`src/cbd_pkg.sv`:
```
// constants shared by the converter board command decoder
`default_nettype none
package cbd_pkg;

  // ==========================================================================
  // processor i/o command numbers
  localparam logic [2:0] CBD_CMD_SELECT   = 3'h1;
  localparam logic [2:0] CBD_CMD_DAC1     = 3'h3;
  localparam logic [2:0] CBD_CMD_DAC2     = 3'h4;
  localparam logic [2:0] CBD_CMD_ADC_GO   = 3'h5;
  localparam logic [2:0] CBD_CMD_ADC_READ = 3'h3;
  localparam logic [7:0] CBD_SELECT_DEF   = 8'h30;

  // ==========================================================================
  // register offsets (byte addresses, one word each)
  localparam logic [7:0] CBD_OFS_LINKS  = 8'h00;
  localparam logic [7:0] CBD_OFS_STATUS = 8'h04;
  localparam logic [7:0] CBD_OFS_DAC    = 8'h08;
  localparam logic [7:0] CBD_OFS_RESULT = 8'h0C;

  // ==========================================================================
  // link register fields
  localparam int CBD_LNK_DAC1_BIP = 0;
  localparam int CBD_LNK_DAC2_BIP = 1;
  localparam int CBD_LNK_ADC_BIP  = 2;
  localparam int CBD_LNK_DIFF     = 3;
  localparam logic [3:0] CBD_LNK_BIP_MASK = 4'h7;
  // bipolar board: offset binary everywhere, differential inputs
  localparam logic [3:0] CBD_LNK_RST_BIP  = 4'hF;
  // unipolar-only board: straight binary, differential inputs
  localparam logic [3:0] CBD_LNK_RST_UNI  = 4'h8;

  // ==========================================================================
  // status register fields
  localparam int CBD_ST_SELECTED = 0;
  localparam int CBD_ST_SRQ      = 1;
  localparam int CBD_ST_BUSY     = 2;
  localparam int CBD_ST_CHAN_LSB = 4;

  // ==========================================================================
  // reset values and misc
  localparam logic [7:0]  CBD_DAC_RST    = 8'h00;
  localparam logic [7:0]  CBD_RESULT_RST = 8'h00;
  localparam logic [3:0]  CBD_CHAN_RST   = 4'h0;
  localparam logic [31:0] CBD_RDATA_RST  = 32'h0000_0000;
  localparam logic [1:0]  CBD_HTRANS_NONSEQ = 2'h2;

  typedef enum logic [1:0] {
    CBD_ADC_IDLE  = 2'b00,
    CBD_ADC_START = 2'b01,
    CBD_ADC_WAIT  = 2'b10
  } cbd_adc_e;

endpackage : cbd_pkg
`default_nettype wire

```
`src/cbd_sync.sv`:
```
// three-stage synchroniser with second/third stage agreement
`timescale 1ns/1ns
`default_nettype none
module cbd_sync
  import cbd_pkg::*;
#(
  parameter int WIDTH = 1
) (
  input  wire logic             i_clk,
  input  wire logic             i_nrst,
  input  wire logic [WIDTH-1:0] i_async,
  output logic      [WIDTH-1:0] o_level
);

  // ==========================================================================
  // state
  typedef struct packed {
    logic [WIDTH-1:0] s1;
    logic [WIDTH-1:0] s2;
    logic [WIDTH-1:0] s3;
    logic [WIDTH-1:0] lvl;
  } cbd_sync_s;

  cbd_sync_s st_r;
  cbd_sync_s st_nxt;

  always_comb begin
    st_nxt    = st_r;
    st_nxt.s1 = i_async;
    st_nxt.s2 = st_r.s1;
    st_nxt.s3 = st_r.s2;
    // s1 feeds s2 only; a bit changes once the later two agree
    for (int i = 0; i < WIDTH; i++) begin
      if (st_r.s2[i] == st_r.s3[i]) begin
        st_nxt.lvl[i] = st_r.s3[i];
      end
    end
  end

  always_ff @(posedge i_clk) begin
    if (!i_nrst) begin
      st_r <= '0;
    end else begin
      st_r <= st_nxt;
    end
  end

  assign o_level = st_r.lvl;

endmodule : cbd_sync
`default_nettype wire

```
`src/cbd_top.sv`:
```
// converter board command decoder: select, d/a latches, a/d control
//
// Function
// - while selected, output command 3 latches the data byte into d/a channel 1 and starts it.
// - while selected, output command 4 latches the data byte into d/a channel 2 and starts it.
// - each d/a latch holds its byte on the ladder until that channel is written again.
// - in unipolar mode a d/a code is straight binary, zero to full scale minus one step.
// - in bipolar mode a d/a code is offset binary, 1000 0000 being zero and all zeros minus full scale.
// - each d/a channel's coding comes from its own link; the unipolar-only board forces straight binary.
// - the bipolar board resets all channels to offset binary, the unipolar board to straight binary.
// - output command 1 with the board's select code selects it, and converter commands are ignored otherwise.
// - output command 5 takes the byte as a/d channel, clears the service request and starts a conversion.
// - conversion complete is shown on the processor flag line, which the processor polls before reading.
// - input command 3 drives the 8-bit a/d result onto the data bus and clears the service request.
// - the a/d multiplexer runs as sixteen single-ended channels or eight differential pairs by a link.
// - the a/d result is straight binary when unipolar and offset binary, 1000 0000 at zero, when bipolar.
//
// Our own choices: register access over AHB-Lite and the address map.
`timescale 1ns/1ns
`default_nettype none
module cbd_top
  import cbd_pkg::*;
#(
  parameter bit         P_BIPOLAR_CAPABLE = 1'b1,
  parameter logic [7:0] P_SELECT_CODE     = CBD_SELECT_DEF
) (
  input  wire logic        i_clk,
  input  wire logic        i_nrst,
  // processor i/o bus, same clock
  input  wire logic        i_bus_clear_n,
  input  wire logic [2:0]  i_io_cmd,
  input  wire logic        i_io_dir_in,
  input  wire logic        i_io_strobe,
  input  wire logic [7:0]  i_io_data,
  output logic      [7:0]  o_io_data,
  output logic             o_io_data_oe,
  output logic             o_conversion_done_flag_input,
  // d/a channels
  output logic      [7:0]  o_dac1_code,
  output logic      [7:0]  o_dac2_code,
  output logic             o_dac1_go,
  output logic             o_dac2_go,
  output logic             o_dac1_bipolar,
  output logic             o_dac2_bipolar,
  // a/d converter
  output logic             o_adc_start,
  output logic      [3:0]  o_adc_channel,
  output logic             o_adc_differential,
  output logic             o_adc_bipolar,
  input  wire logic        i_adc_done,
  input  wire logic [7:0]  i_adc_data,
  // ahb-lite slave
  input  wire logic        i_hsel,
  input  wire logic [31:0] i_haddr,
  input  wire logic [1:0]  i_htrans,
  input  wire logic        i_hwrite,
  input  wire logic [2:0]  i_hsize,
  input  wire logic [31:0] i_hwdata,
  input  wire logic        i_hready,
  output logic             o_hreadyout,
  output logic             o_hresp,
  output logic      [31:0] o_hrdata
);

  // ==========================================================================
  // link defaults per board variant
  localparam logic [3:0] LNK_RST = P_BIPOLAR_CAPABLE ?
                                   CBD_LNK_RST_BIP : CBD_LNK_RST_UNI;
  // unipolar board also masks the range bits in eff_links

  // ==========================================================================
  // state
  typedef struct packed {
    logic        selected;
    logic [7:0]  dac1;
    logic [7:0]  dac2;
    logic        dac1_go;
    logic        dac2_go;
    logic [3:0]  chan;
    cbd_adc_e    adc_st;
    logic        srq;
    logic [7:0]  result;
    logic        done_prev;
    // software stand-in for the board links
    logic [3:0]  links;
    // write address held over into the data phase
    logic        wr_pend;
    logic [7:0]  wr_addr;
    logic [31:0] hrdata;
  } cbd_top_s;

  cbd_top_s st_r;
  cbd_top_s st_nxt;

  localparam cbd_top_s ST_RST = '{
    selected:  1'b0,
    dac1:      CBD_DAC_RST,
    dac2:      CBD_DAC_RST,
    dac1_go:   1'b0,
    dac2_go:   1'b0,
    chan:      CBD_CHAN_RST,
    adc_st:    CBD_ADC_IDLE,
    srq:       1'b0,
    result:    CBD_RESULT_RST,
    done_prev: 1'b0,
    links:     LNK_RST,
    wr_pend:   1'b0,
    wr_addr:   8'h00,
    hrdata:    CBD_RDATA_RST
  };

  // ==========================================================================
  // helpers
  // unipolar-only board has no offset binary path at all
  function automatic logic [3:0] eff_links(input logic [3:0] l);
    logic [3:0] r;
    r = l;
    if (!P_BIPOLAR_CAPABLE) begin
      r = l & ~CBD_LNK_BIP_MASK;
    end
    return r;
  endfunction : eff_links

  function automatic logic is_out(input logic [2:0] cmd,
                                  input logic [2:0] want,
                                  input logic       dir_in,
                                  input logic       strobe);
    return strobe && !dir_in && (cmd == want);
  endfunction : is_out

  // register decode on the low address byte; upper bits are not decoded
  function automatic logic ofs_hit(input logic [7:0] a,
                                   input logic [7:0] ofs);
    return a == ofs;
  endfunction : ofs_hit

  // ==========================================================================
  // a/d done synchroniser
  // the converter runs on its own timing, so done is retimed first
  logic adc_done_s;

  cbd_sync #(
    .WIDTH (1)
  ) u_done_sync (
    .i_clk   (i_clk),
    .i_nrst  (i_nrst),
    .i_async (i_adc_done),
    .o_level (adc_done_s)
  );

  // ==========================================================================
  // decode of the processor bus
  logic       cmd_sel;
  logic       cmd_dac1;
  logic       cmd_dac2;
  logic       cmd_adc;
  logic       rd_window;
  logic       cmd_rd;
  logic       done_rise;
  logic [3:0] lnk;
  logic [3:0] chan_in;
  logic       ahb_take;
  logic [31:0] rd_word;

  always_comb begin
    lnk      = eff_links(st_r.links);
    cmd_sel  = is_out(i_io_cmd, CBD_CMD_SELECT, i_io_dir_in, i_io_strobe);
    // converter commands count only while selected
    cmd_dac1 = st_r.selected &&
               is_out(i_io_cmd, CBD_CMD_DAC1, i_io_dir_in,
                      i_io_strobe);
    cmd_dac2 = st_r.selected &&
               is_out(i_io_cmd, CBD_CMD_DAC2, i_io_dir_in,
                      i_io_strobe);
    cmd_adc  = st_r.selected &&
               is_out(i_io_cmd, CBD_CMD_ADC_GO, i_io_dir_in,
                      i_io_strobe);
    rd_window = st_r.selected && i_io_dir_in &&
                (i_io_cmd == CBD_CMD_ADC_READ);
    // the drive enable follows the level; only the strobe clears the flag
    cmd_rd    = rd_window && i_io_strobe;
    // only a fresh rise counts: the converter holds done until restarted
    done_rise = adc_done_s && !st_r.done_prev;
    // differential mode folds the channel onto eight pairs
    chan_in = i_io_data[3:0];
    if (lnk[CBD_LNK_DIFF]) begin
      chan_in[3] = 1'b0;
    end
    // IDLE and BUSY transfers are not taken
    ahb_take = i_hsel && i_hready && (i_htrans == CBD_HTRANS_NONSEQ ||
               i_htrans == 2'h3);
  end

  // ==========================================================================
  // register read mux, unmapped reads as zero
  always_comb begin
    rd_word = 32'h0000_0000;
    // taken in the address phase: a read sees state before that edge
    if (ofs_hit(i_haddr[7:0], CBD_OFS_LINKS)) begin
      rd_word[3:0] = lnk;
    end else if (ofs_hit(i_haddr[7:0], CBD_OFS_STATUS)) begin
      rd_word[CBD_ST_SELECTED] = st_r.selected;
      rd_word[CBD_ST_SRQ]      = st_r.srq;
      rd_word[CBD_ST_BUSY]     = (st_r.adc_st != CBD_ADC_IDLE);
      rd_word[CBD_ST_CHAN_LSB +: 4] = st_r.chan;
    end else if (ofs_hit(i_haddr[7:0], CBD_OFS_DAC)) begin
      rd_word[15:0] = {st_r.dac2, st_r.dac1};
    end else if (ofs_hit(i_haddr[7:0], CBD_OFS_RESULT)) begin
      rd_word[7:0] = st_r.result;
    end
  end

  // ==========================================================================
  // next state
  always_comb begin
    st_nxt         = st_r;
    // go pulses last one cycle unless a write sets them again
    st_nxt.dac1_go = 1'b0;
    st_nxt.dac2_go = 1'b0;
    st_nxt.done_prev = adc_done_s;

    // board select: matching code selects, any other deselects
    if (cmd_sel) begin
      // deselecting leaves the d/a latches driving their ladders
      st_nxt.selected = (i_io_data == P_SELECT_CODE);
    end

    // d/a latches hold until their own command recurs
    if (cmd_dac1) begin
      st_nxt.dac1    = i_io_data;
      st_nxt.dac1_go = 1'b1;
    end
    if (cmd_dac2) begin
      st_nxt.dac2    = i_io_data;
      st_nxt.dac2_go = 1'b1;
    end

    // service request: clears first; completion below wins over a read, a restart in wait wins over completion
    if (cmd_adc || cmd_rd) begin
      st_nxt.srq = 1'b0;
    end

    case (st_r.adc_st)
      CBD_ADC_IDLE: begin
        if (cmd_adc) begin
          st_nxt.chan   = chan_in;
          st_nxt.adc_st = CBD_ADC_START;
        end
      end
      CBD_ADC_START: begin
        // one cycle here makes the start pulse
        st_nxt.adc_st = CBD_ADC_WAIT;
      end
      CBD_ADC_WAIT: begin
        if (done_rise) begin
          // converter output already carries the link's coding
          st_nxt.result = i_adc_data;
          st_nxt.srq    = 1'b1;
          st_nxt.adc_st = CBD_ADC_IDLE;
        end
        if (cmd_adc) begin
          // a new start aborts the pending one and restarts
          st_nxt.chan   = chan_in;
          st_nxt.srq    = 1'b0;
          st_nxt.adc_st = CBD_ADC_START;
        end
      end
      default: begin
        st_nxt.adc_st = CBD_ADC_IDLE;
      end
    endcase

    // bus clear drops selection and any conversion in flight
    if (!i_bus_clear_n) begin
      st_nxt.selected = 1'b0;
      st_nxt.srq      = 1'b0;
      st_nxt.adc_st   = CBD_ADC_IDLE;
    end

    // ahb: write lands in the data phase
    // other offsets are read-only: a write there is dropped, still OKAY
    if (st_r.wr_pend && ofs_hit(st_r.wr_addr, CBD_OFS_LINKS)) begin
      st_nxt.links = i_hwdata[3:0];
    end
    st_nxt.wr_pend = ahb_take && i_hwrite;
    if (ahb_take) begin
      st_nxt.wr_addr = i_haddr[7:0];
      st_nxt.hrdata  = i_hwrite ? CBD_RDATA_RST : rd_word;
    end
  end

  // ==========================================================================
  // registers
  always_ff @(posedge i_clk) begin
    if (!i_nrst) begin
      st_r <= ST_RST;
    end else begin
      st_r <= st_nxt;
    end
  end

  // ==========================================================================
  // d/a outputs
  always_comb begin
    o_dac1_code         = st_r.dac1;
    o_dac2_code         = st_r.dac2;
    o_dac1_go           = st_r.dac1_go;
    o_dac2_go           = st_r.dac2_go;
    // range bits pick the ladder offset: straight vs offset binary
    o_dac1_bipolar      = lnk[CBD_LNK_DAC1_BIP];
    o_dac2_bipolar      = lnk[CBD_LNK_DAC2_BIP];
  end

  // ==========================================================================
  // a/d outputs
  always_comb begin
    o_adc_bipolar       = lnk[CBD_LNK_ADC_BIP];
    o_adc_differential  = lnk[CBD_LNK_DIFF];
    // start is a one-cycle pulse out of the start state
    o_adc_start         = (st_r.adc_st == CBD_ADC_START);
    o_adc_channel       = st_r.chan;
    o_conversion_done_flag_input = st_r.srq;
  end

  // ==========================================================================
  // processor and register bus outputs
  always_comb begin
    o_io_data           = st_r.result;
    o_io_data_oe        = rd_window;
    // zero wait states, so the slave never stretches a transfer
    o_hreadyout         = 1'b1;
    o_hresp             = 1'b0;
    o_hrdata            = st_r.hrdata;
  end

  // ==========================================================================
  // inputs the slave accepts but never needs
  logic unused_ok;
  assign unused_ok = ^{i_haddr[31:8], i_hsize, i_hwdata[31:4]};

endmodule : cbd_top
`default_nettype wire

```
`config.mk`:
```
export PLATFORM = sky130hd
export DESIGN_NAME = cbd_top
export DESIGN_NICKNAME = d
export VERILOG_FILES = /design/src/cbd_pkg.sv /design/src/cbd_sync.sv /design/src/cbd_top.sv
export SDC_FILE = /design/constraint.sdc
export NUM_CORES = 1
export LEC_CHECK = 0
export BUFFER_PORTS_ARGS = -buffer_cell sky130_fd_sc_hd__buf_4
export CAP_MARGIN = 30
export CORE_ASPECT_RATIO = 1.25
export CORE_MARGIN = 3
export CORE_UTILIZATION = 25
export CTS_BUF_LIST = sky130_fd_sc_hd__clkbuf_8
export CTS_CLUSTER_SIZE = 20
export DETAILED_ROUTE_END_ITERATION = 10
export HOLD_SLACK_MARGIN = 0.05
export SLEW_MARGIN = 20
export SYNTH_ARGS = -nofsm -noshare
export SYNTH_HDL_FRONTEND = slang
export SYNTH_SLANG_ARGS = --single-unit
```
`constraint.sdc`:
```
create_clock -name i_clk -period 1.8 [get_ports i_clk]
set_input_delay 0.27 -clock i_clk [delete_from_list [all_inputs] [get_ports i_clk]]
set_output_delay 0.27 -clock i_clk [all_outputs]
set_load 0.02 [all_outputs]
```
### Word level (Yosys, flattened, before mapping)

Index checks and enable logic that the tools add are counted.
Widths: inputs -> output; s select.

| operators by class | value |
|---|---|
| reductions and logical operators | 29 |
| multiplexer cells | 20 |
| equality and inequality tests | 16 |

Operator list:

| operator | number |
|---|---|
| $mux 8 | 4 |
| $eq 8x4->1 const B | 2 |
| $logic_and 1x1->1 | 16 |
| $logic_not 8->1 | 2 |
| $mux 16 | 1 |
| $mux 12 | 1 |
| $mux 11 | 1 |
| $mux 9 | 1 |
| $eq 8x3->1 const B | 1 |
| $eq 8x6->1 const B | 1 |
| $mux 4 | 2 |
| $pmux 4 s2 | 1 |
| $mux 7 | 1 |
| $eq 2x2->1 const B | 3 |
| $eq 3x3->1 const B | 2 |
| $mux 6 | 1 |
| $pmux 2 s3 | 1 |
| $reduce_and 2->1 | 3 |
| $mux 1 | 5 |
| $ne 2x2->1 const B | 2 |
| $reduce_bool 2->1 | 2 |
| $eq 3x1->1 const B | 1 |
| $eq 3x2->1 const B | 1 |
| $mux 3 | 1 |
| other kinds (7) | 9 |

| word-level totals | value |
|---|---|
| output and inout bits | 71 |
| input port bits | 97 |
| bits in registers | 84 |
| logic and storage cells | 83 |

### Logic depth before layout (Yosys ltp)

| depth | value |
|---|---|
| depth in word-level cells | 9 |
| mapped depth | 5 |
| mapped depth without buffers | 3 |

### By module

Synthesis repeated with hierarchy kept, for this count alone.

| unflattened totals | value |
|---|---|
| cells, all modules | 402 |
| area, all modules | 3,505.9 um^2 |

Modules (own cells, without submodules):

| module | area an instance (um^2) | cells each | instances |
|---|---|---|---|
| cbd_top | 3,389.5 | 392 | 1 |
| cbd_sync | 116.4 | 10 | 1 |

### Worst setup path before layout

Ideal clock, no wire load.

| path | value |
|---|---|
| kind | register to register |
| from | reg st_r[79] (netlist name) |
| to | reg st_r, in the netlist o_conversion_done_flag_input |
| clock period less this slack | 1,599 ps |
| arrival | 1,430 ps |
| path buffers | 0 |
| cell stages (with the launch flop) | 4 |
| library setup time | 169 ps |
| required time | 1,631 ps |
| path slack | 201 ps |
| path through | dfxtp_1 nand2_1 nor4_1 a311oi_1 |

| on the way | value |
|---|---|
| longest elaborated chain between the ends | 8 |
| elaborated cells between the ends (all ways) | 9 |
| classes of those cells | 4 x mux; 5 x reduce/logical |

RTL lines:

| element | RTL line | RTL |
|---|---|---|
| start, declared | cbd_top.sv:92 | `cbd_top_s st_r;` |
| start signal, assigned | cbd_top.sv:298 | `st_r <= st_nxt;` |
| $logic_and 1x1->1 (*) (2 in series) | cbd_top.sv:178 | `rd_window = st_r.selected && i_io_dir_in &&` |
| net o_io_data_oe | cbd_top.sv:36 | `output logic o_io_data_oe,` |
| $logic_and 1x1->1 (*) | cbd_top.sv:181 | `cmd_rd = rd_window && i_io_strobe;` |
| $logic_or 1x1->1 (*) | cbd_top.sv:239 | `if (cmd_adc \|\| cmd_rd) begin` |
| $mux 1 (*) | cbd_top.sv:239 |  |
| $mux 11 | cbd_top.sv:255 | `if (done_rise) begin` |
| $mux 7 | cbd_top.sv:261 | `if (cmd_adc) begin` |
| $mux 9 (*) | cbd_top.sv:243 | `case (st_r.adc_st)` |

Mark *: on every way through the listed nets, which the timed path passes. The rest lies on a longest branch. The select of a mux whose other input is x is not followed.
A chain may end at the register's enable or synchronous reset.

### Final worst setup path

| path | value |
|---|---|
| from | reg st_r[79] (netlist name) |
| to | out o_io_data_oe |

| on the way | value |
|---|---|
| longest elaborated chain between the ends | 2 |

RTL lines:

| element | RTL line |
|---|---|
| $logic_and 1x1->1 (2 in series) | cbd_top.sv:178 |
| end, declared | cbd_top.sv:36 |

Every way passes these cells.

==> results.yml <==
run_status:
  outcome: "finished clean"
power:
  ir_worst_vdd_uv: 326.1
  switching_share_pct: 25.49
  pwr_density_cell_nw_per_um2: 771.8
  combPwrFrac_pct: 8.3
  switchingPower_uw: 787.9
  p_leak_uw: 0.001598
  p_int_uw: 2302
  power_frac_clock_pct: 42.6
  p_seq_share_pct: 49.1
synth:
  synth-simple-area-share_pct: 20.68
  muxShareOfSynthArea_pct: 5.352
  synth_xor_area_share_pct: 0
  yosys_warnings: 0
  synth-seq-cells: 68
  synthCells: 369
  synthDistinctLibCells: 47
  synth_top_family_by_area: "simple AND/OR/NAND/NOR gates"
  synth_fa_ha_area_share_pct: 0
  netlist_area_sq_um: 3273
  postSynthAreaPerCell_sq_um: 8.870
  ys_seq_area_share_pct: 41.59
  synth_compound_area_share_pct: 14.60
routing:
  vias_per_cell: 4.605
  detail_route.first_pass.iterations: 4
  vias: 2726
  antenna_left: 0
  drt_wl_total_mm: 9.350
  drc: 0
  wl_per_cell_um: 15.79
  initialDrtViolationCount: 144
global_routing:
  grt_pass1_wl_mm: 14.26
  antenna_found_initial: 0
  overflow: 0
  grt_max_degree: 32
  grt_usage_pct: 12.98
  grt_pass1_vias: 2591
clocking:
  path_clk_slew_ns: 0.08
  clk_path_buf_depth: 2
  clk_latency_ns: 0.35
  cts_resized: 1
  cts.sinks: 68
  cts_buffers: 9
  cts_hold_buf: 0
  root_buffer: "clkbuf_8"
  post-cts-setup-buffer-count: 0
  cts_tree: "yes"
  htree_levels: 3
setup_path:
  cp_max_fo: 7
  cp_data_arrival_time_ns: 1.39
  critPathLaunchType: "flop"
  critPathLaunch: "st_r[79]"
  end_kind: "output pin"
  cp.required_ns: 1.53
  r2r_end: "o_io_data[2]"
  timing.rr.start: "st_r[56]"
  rrSetupSlack_ns: 0.45
  worstSetupPathType: "reg -> out"
  r2r_cells: 4
floorplan:
  start_util_pct: 25.62
  dieArea_sq_um: 14510
  core_sq_um: 12780
  die_y_um: 133.9
  io_pins: 168
  num_rows: 46
  die_w_um: 108.3
sta:
  rsz0062_at_grt: "no"
  period_share_pct: 92.43
  max_slew.worst_pin.slew_ns: 0.7471
  max_freq_mhz: 601.0
  finalWorstSetupSlack_ns: 0.1362
  slew_violations: 0
  clock-skew-final_ns: 0.009869
  final.setup.tns_ns: 0
  hold_viol: 0
  worst_slew_margin_rel_pct: 50.14
  fin_crit_ns: 1.664
  setup_viol: 0
hold_path:
  hold_depth: 2
  min_to: "u_done_sync.st_nxt[2]"
  worstHoldStart: "i_adc_done"
  hold_class: "in -> reg"
placement:
  hpwl_mm: 7.219
  io_buffer_count: 93
  pre_cts_ws_ns: 0.1017
  gp_congestion: 0.8195
layout:
  fillCellCount: 1378
  multi_input_area_sq_um: 1404
  area.growth.synth_to_final_pct: 22.32
  drive_gt1_share_pct: 30.90
  nets: 516
  seqCellArea_sq_um: 1361
  diodes: 0
run:
  maxCapViolations: 0
## area by class of cell
type / instances / share of cell area [%]
tap: 168 / 5.250
multi-input combinational: 229 / 35.06
timing repair buffer: 104 / 19.81
inverter: 7 / 0.6563
clock inverter: 6 / 1.781
sequential: 68 / 34.00
clock buffer: 10 / 3.438
## stage by stage
| stage | hold slack, ns | power, uW | instances | util, % | area (sq um) |
|---|---|---|---|---|---|
| after global placement | 0.4164 | 1804 | 576 | 29.65 | 3789 |
| after floorplan | 0.3485 | 1712 | 385 | - | 3333 |
| final | 0.1249 | 3090 | 592 | 31.34 | 4004 |
| after detailed placement | 0.4230 | 1810 | 576 | 29.65 | 3789 |
| after CTS | 0.1011 | 3139 | 592 | 31.34 | 4004 |
| after global routing | 0.1058 | 3243 | 592 | 31.34 | 4004 |
## worst max path at each step
stage                                              end  slack, ns  cells after the start
after floorplan           o_conversion_done_flag_input       0.20                      3
after global placement                    o_hrdata[12]       0.12                      5
after detailed placement                  o_hrdata[10]       0.10                      5
after CTS                                 o_io_data_oe       0.11                      3
after global routing                      o_io_data_oe       0.07                      3
final                                     o_io_data_oe       0.14                      3
## power by group through the flow
| stage | Sequential [uW] | Combinational (uW) | Clock, uW |
|---|---|---|---|
| final | 1520 | 256 | 1320 |
| after global routing | 1520 | 279 | 1450 |
| after CTS | 1520 | 258 | 1360 |
| after detailed placement | 1550 | 256 | 0 |
| after global placement | 1550 | 251 | 0 |
| after floorplan | 1550 | 159 | 0 |
## synth_stat cells (all sizes together)
cell	count	share of area (%)
a21oi	30	4.6
a22o	11	2.9
a2bb2oi	4	1.1
a311oi	1	0.27
a31oi	1	0.19
a32o	1	0.31
a32oi	5	1.3
and2	5	0.96
and2b	1	0.27
and3	6	1.1
and3b	1	0.27
and4b	1	0.31
and4bb	1	0.38
buf	66	15
clkbuf	15	1.7
conb	2	0.23
dfxtp	68	42
inv	7	0.80
mux2i	13	4.0
mux4	2	1.4
nand2	51	5.8
nand2b	2	0.38
nand3	14	2.1
nand3b	2	0.46
nand4	1	0.19
nand4b	2	0.54
nand4bb	3	1.0
nor2	12	1.5
nor3	6	1.4
nor4	4	0.76
nor4b	1	0.73
nor4bb	3	0.92
o21ai	15	2.3
o221ai	4	1.1
o311ai	1	0.27
o32ai	1	0.27
or3	1	0.23
or4	5	1.3
## cell families (layout without fill, tap and decap cells)
group,after synthesis,after routing
buffers and inverters,88,127
multiplexers,15,15
AND/OR/NAND/NOR,122,122
flip-flops,68,68
AO/OA/AOI/OAI,74,74
other,2,18
## registers in the layout, summed over array words and instances, names as in the netlist, 2 cells and up
| name | cells |
|---|---|
| o_hrdata | 16 |
| o_io_data | 8 |
| o_adc_channel | 4 |
| o_dac1_code | 8 |
| u_done_sync.st_nxt | 2 |
| o_dac2_code | 8 |
| lnk | 4 |
| st_r | 13 |
## metal layers
layer	GRT usage, %	vias to the layer above	share of wire, %
met5	0	-	0
met3	3.563	17	6.4
met4	5.614	0	2.8
met1	15.70	1293	41
li1	-	1326	-
met2	21.47	90	50
## critical path: stages (launching register included)
cell	delay (ns)
dfxtp_1	0.47
nand2_1	0.13
nor4_2	0.24
buf_4	0.21
## cell usage in the layout (no fill, tap or decap), drive strengths merged, types with 9 or more instances in the layout
cell    netlist  layout
buf          66     104
dfxtp        68      68
nand2        51      51
a21oi        30      30
conb          2      18
o21ai        15      15
nand3        14      14
mux2i        13      13
nor2         12      12
a22o         11      11
clkbuf       15      10
inv           7       9
No activity file was read; power rests on OpenSTA's default activity.
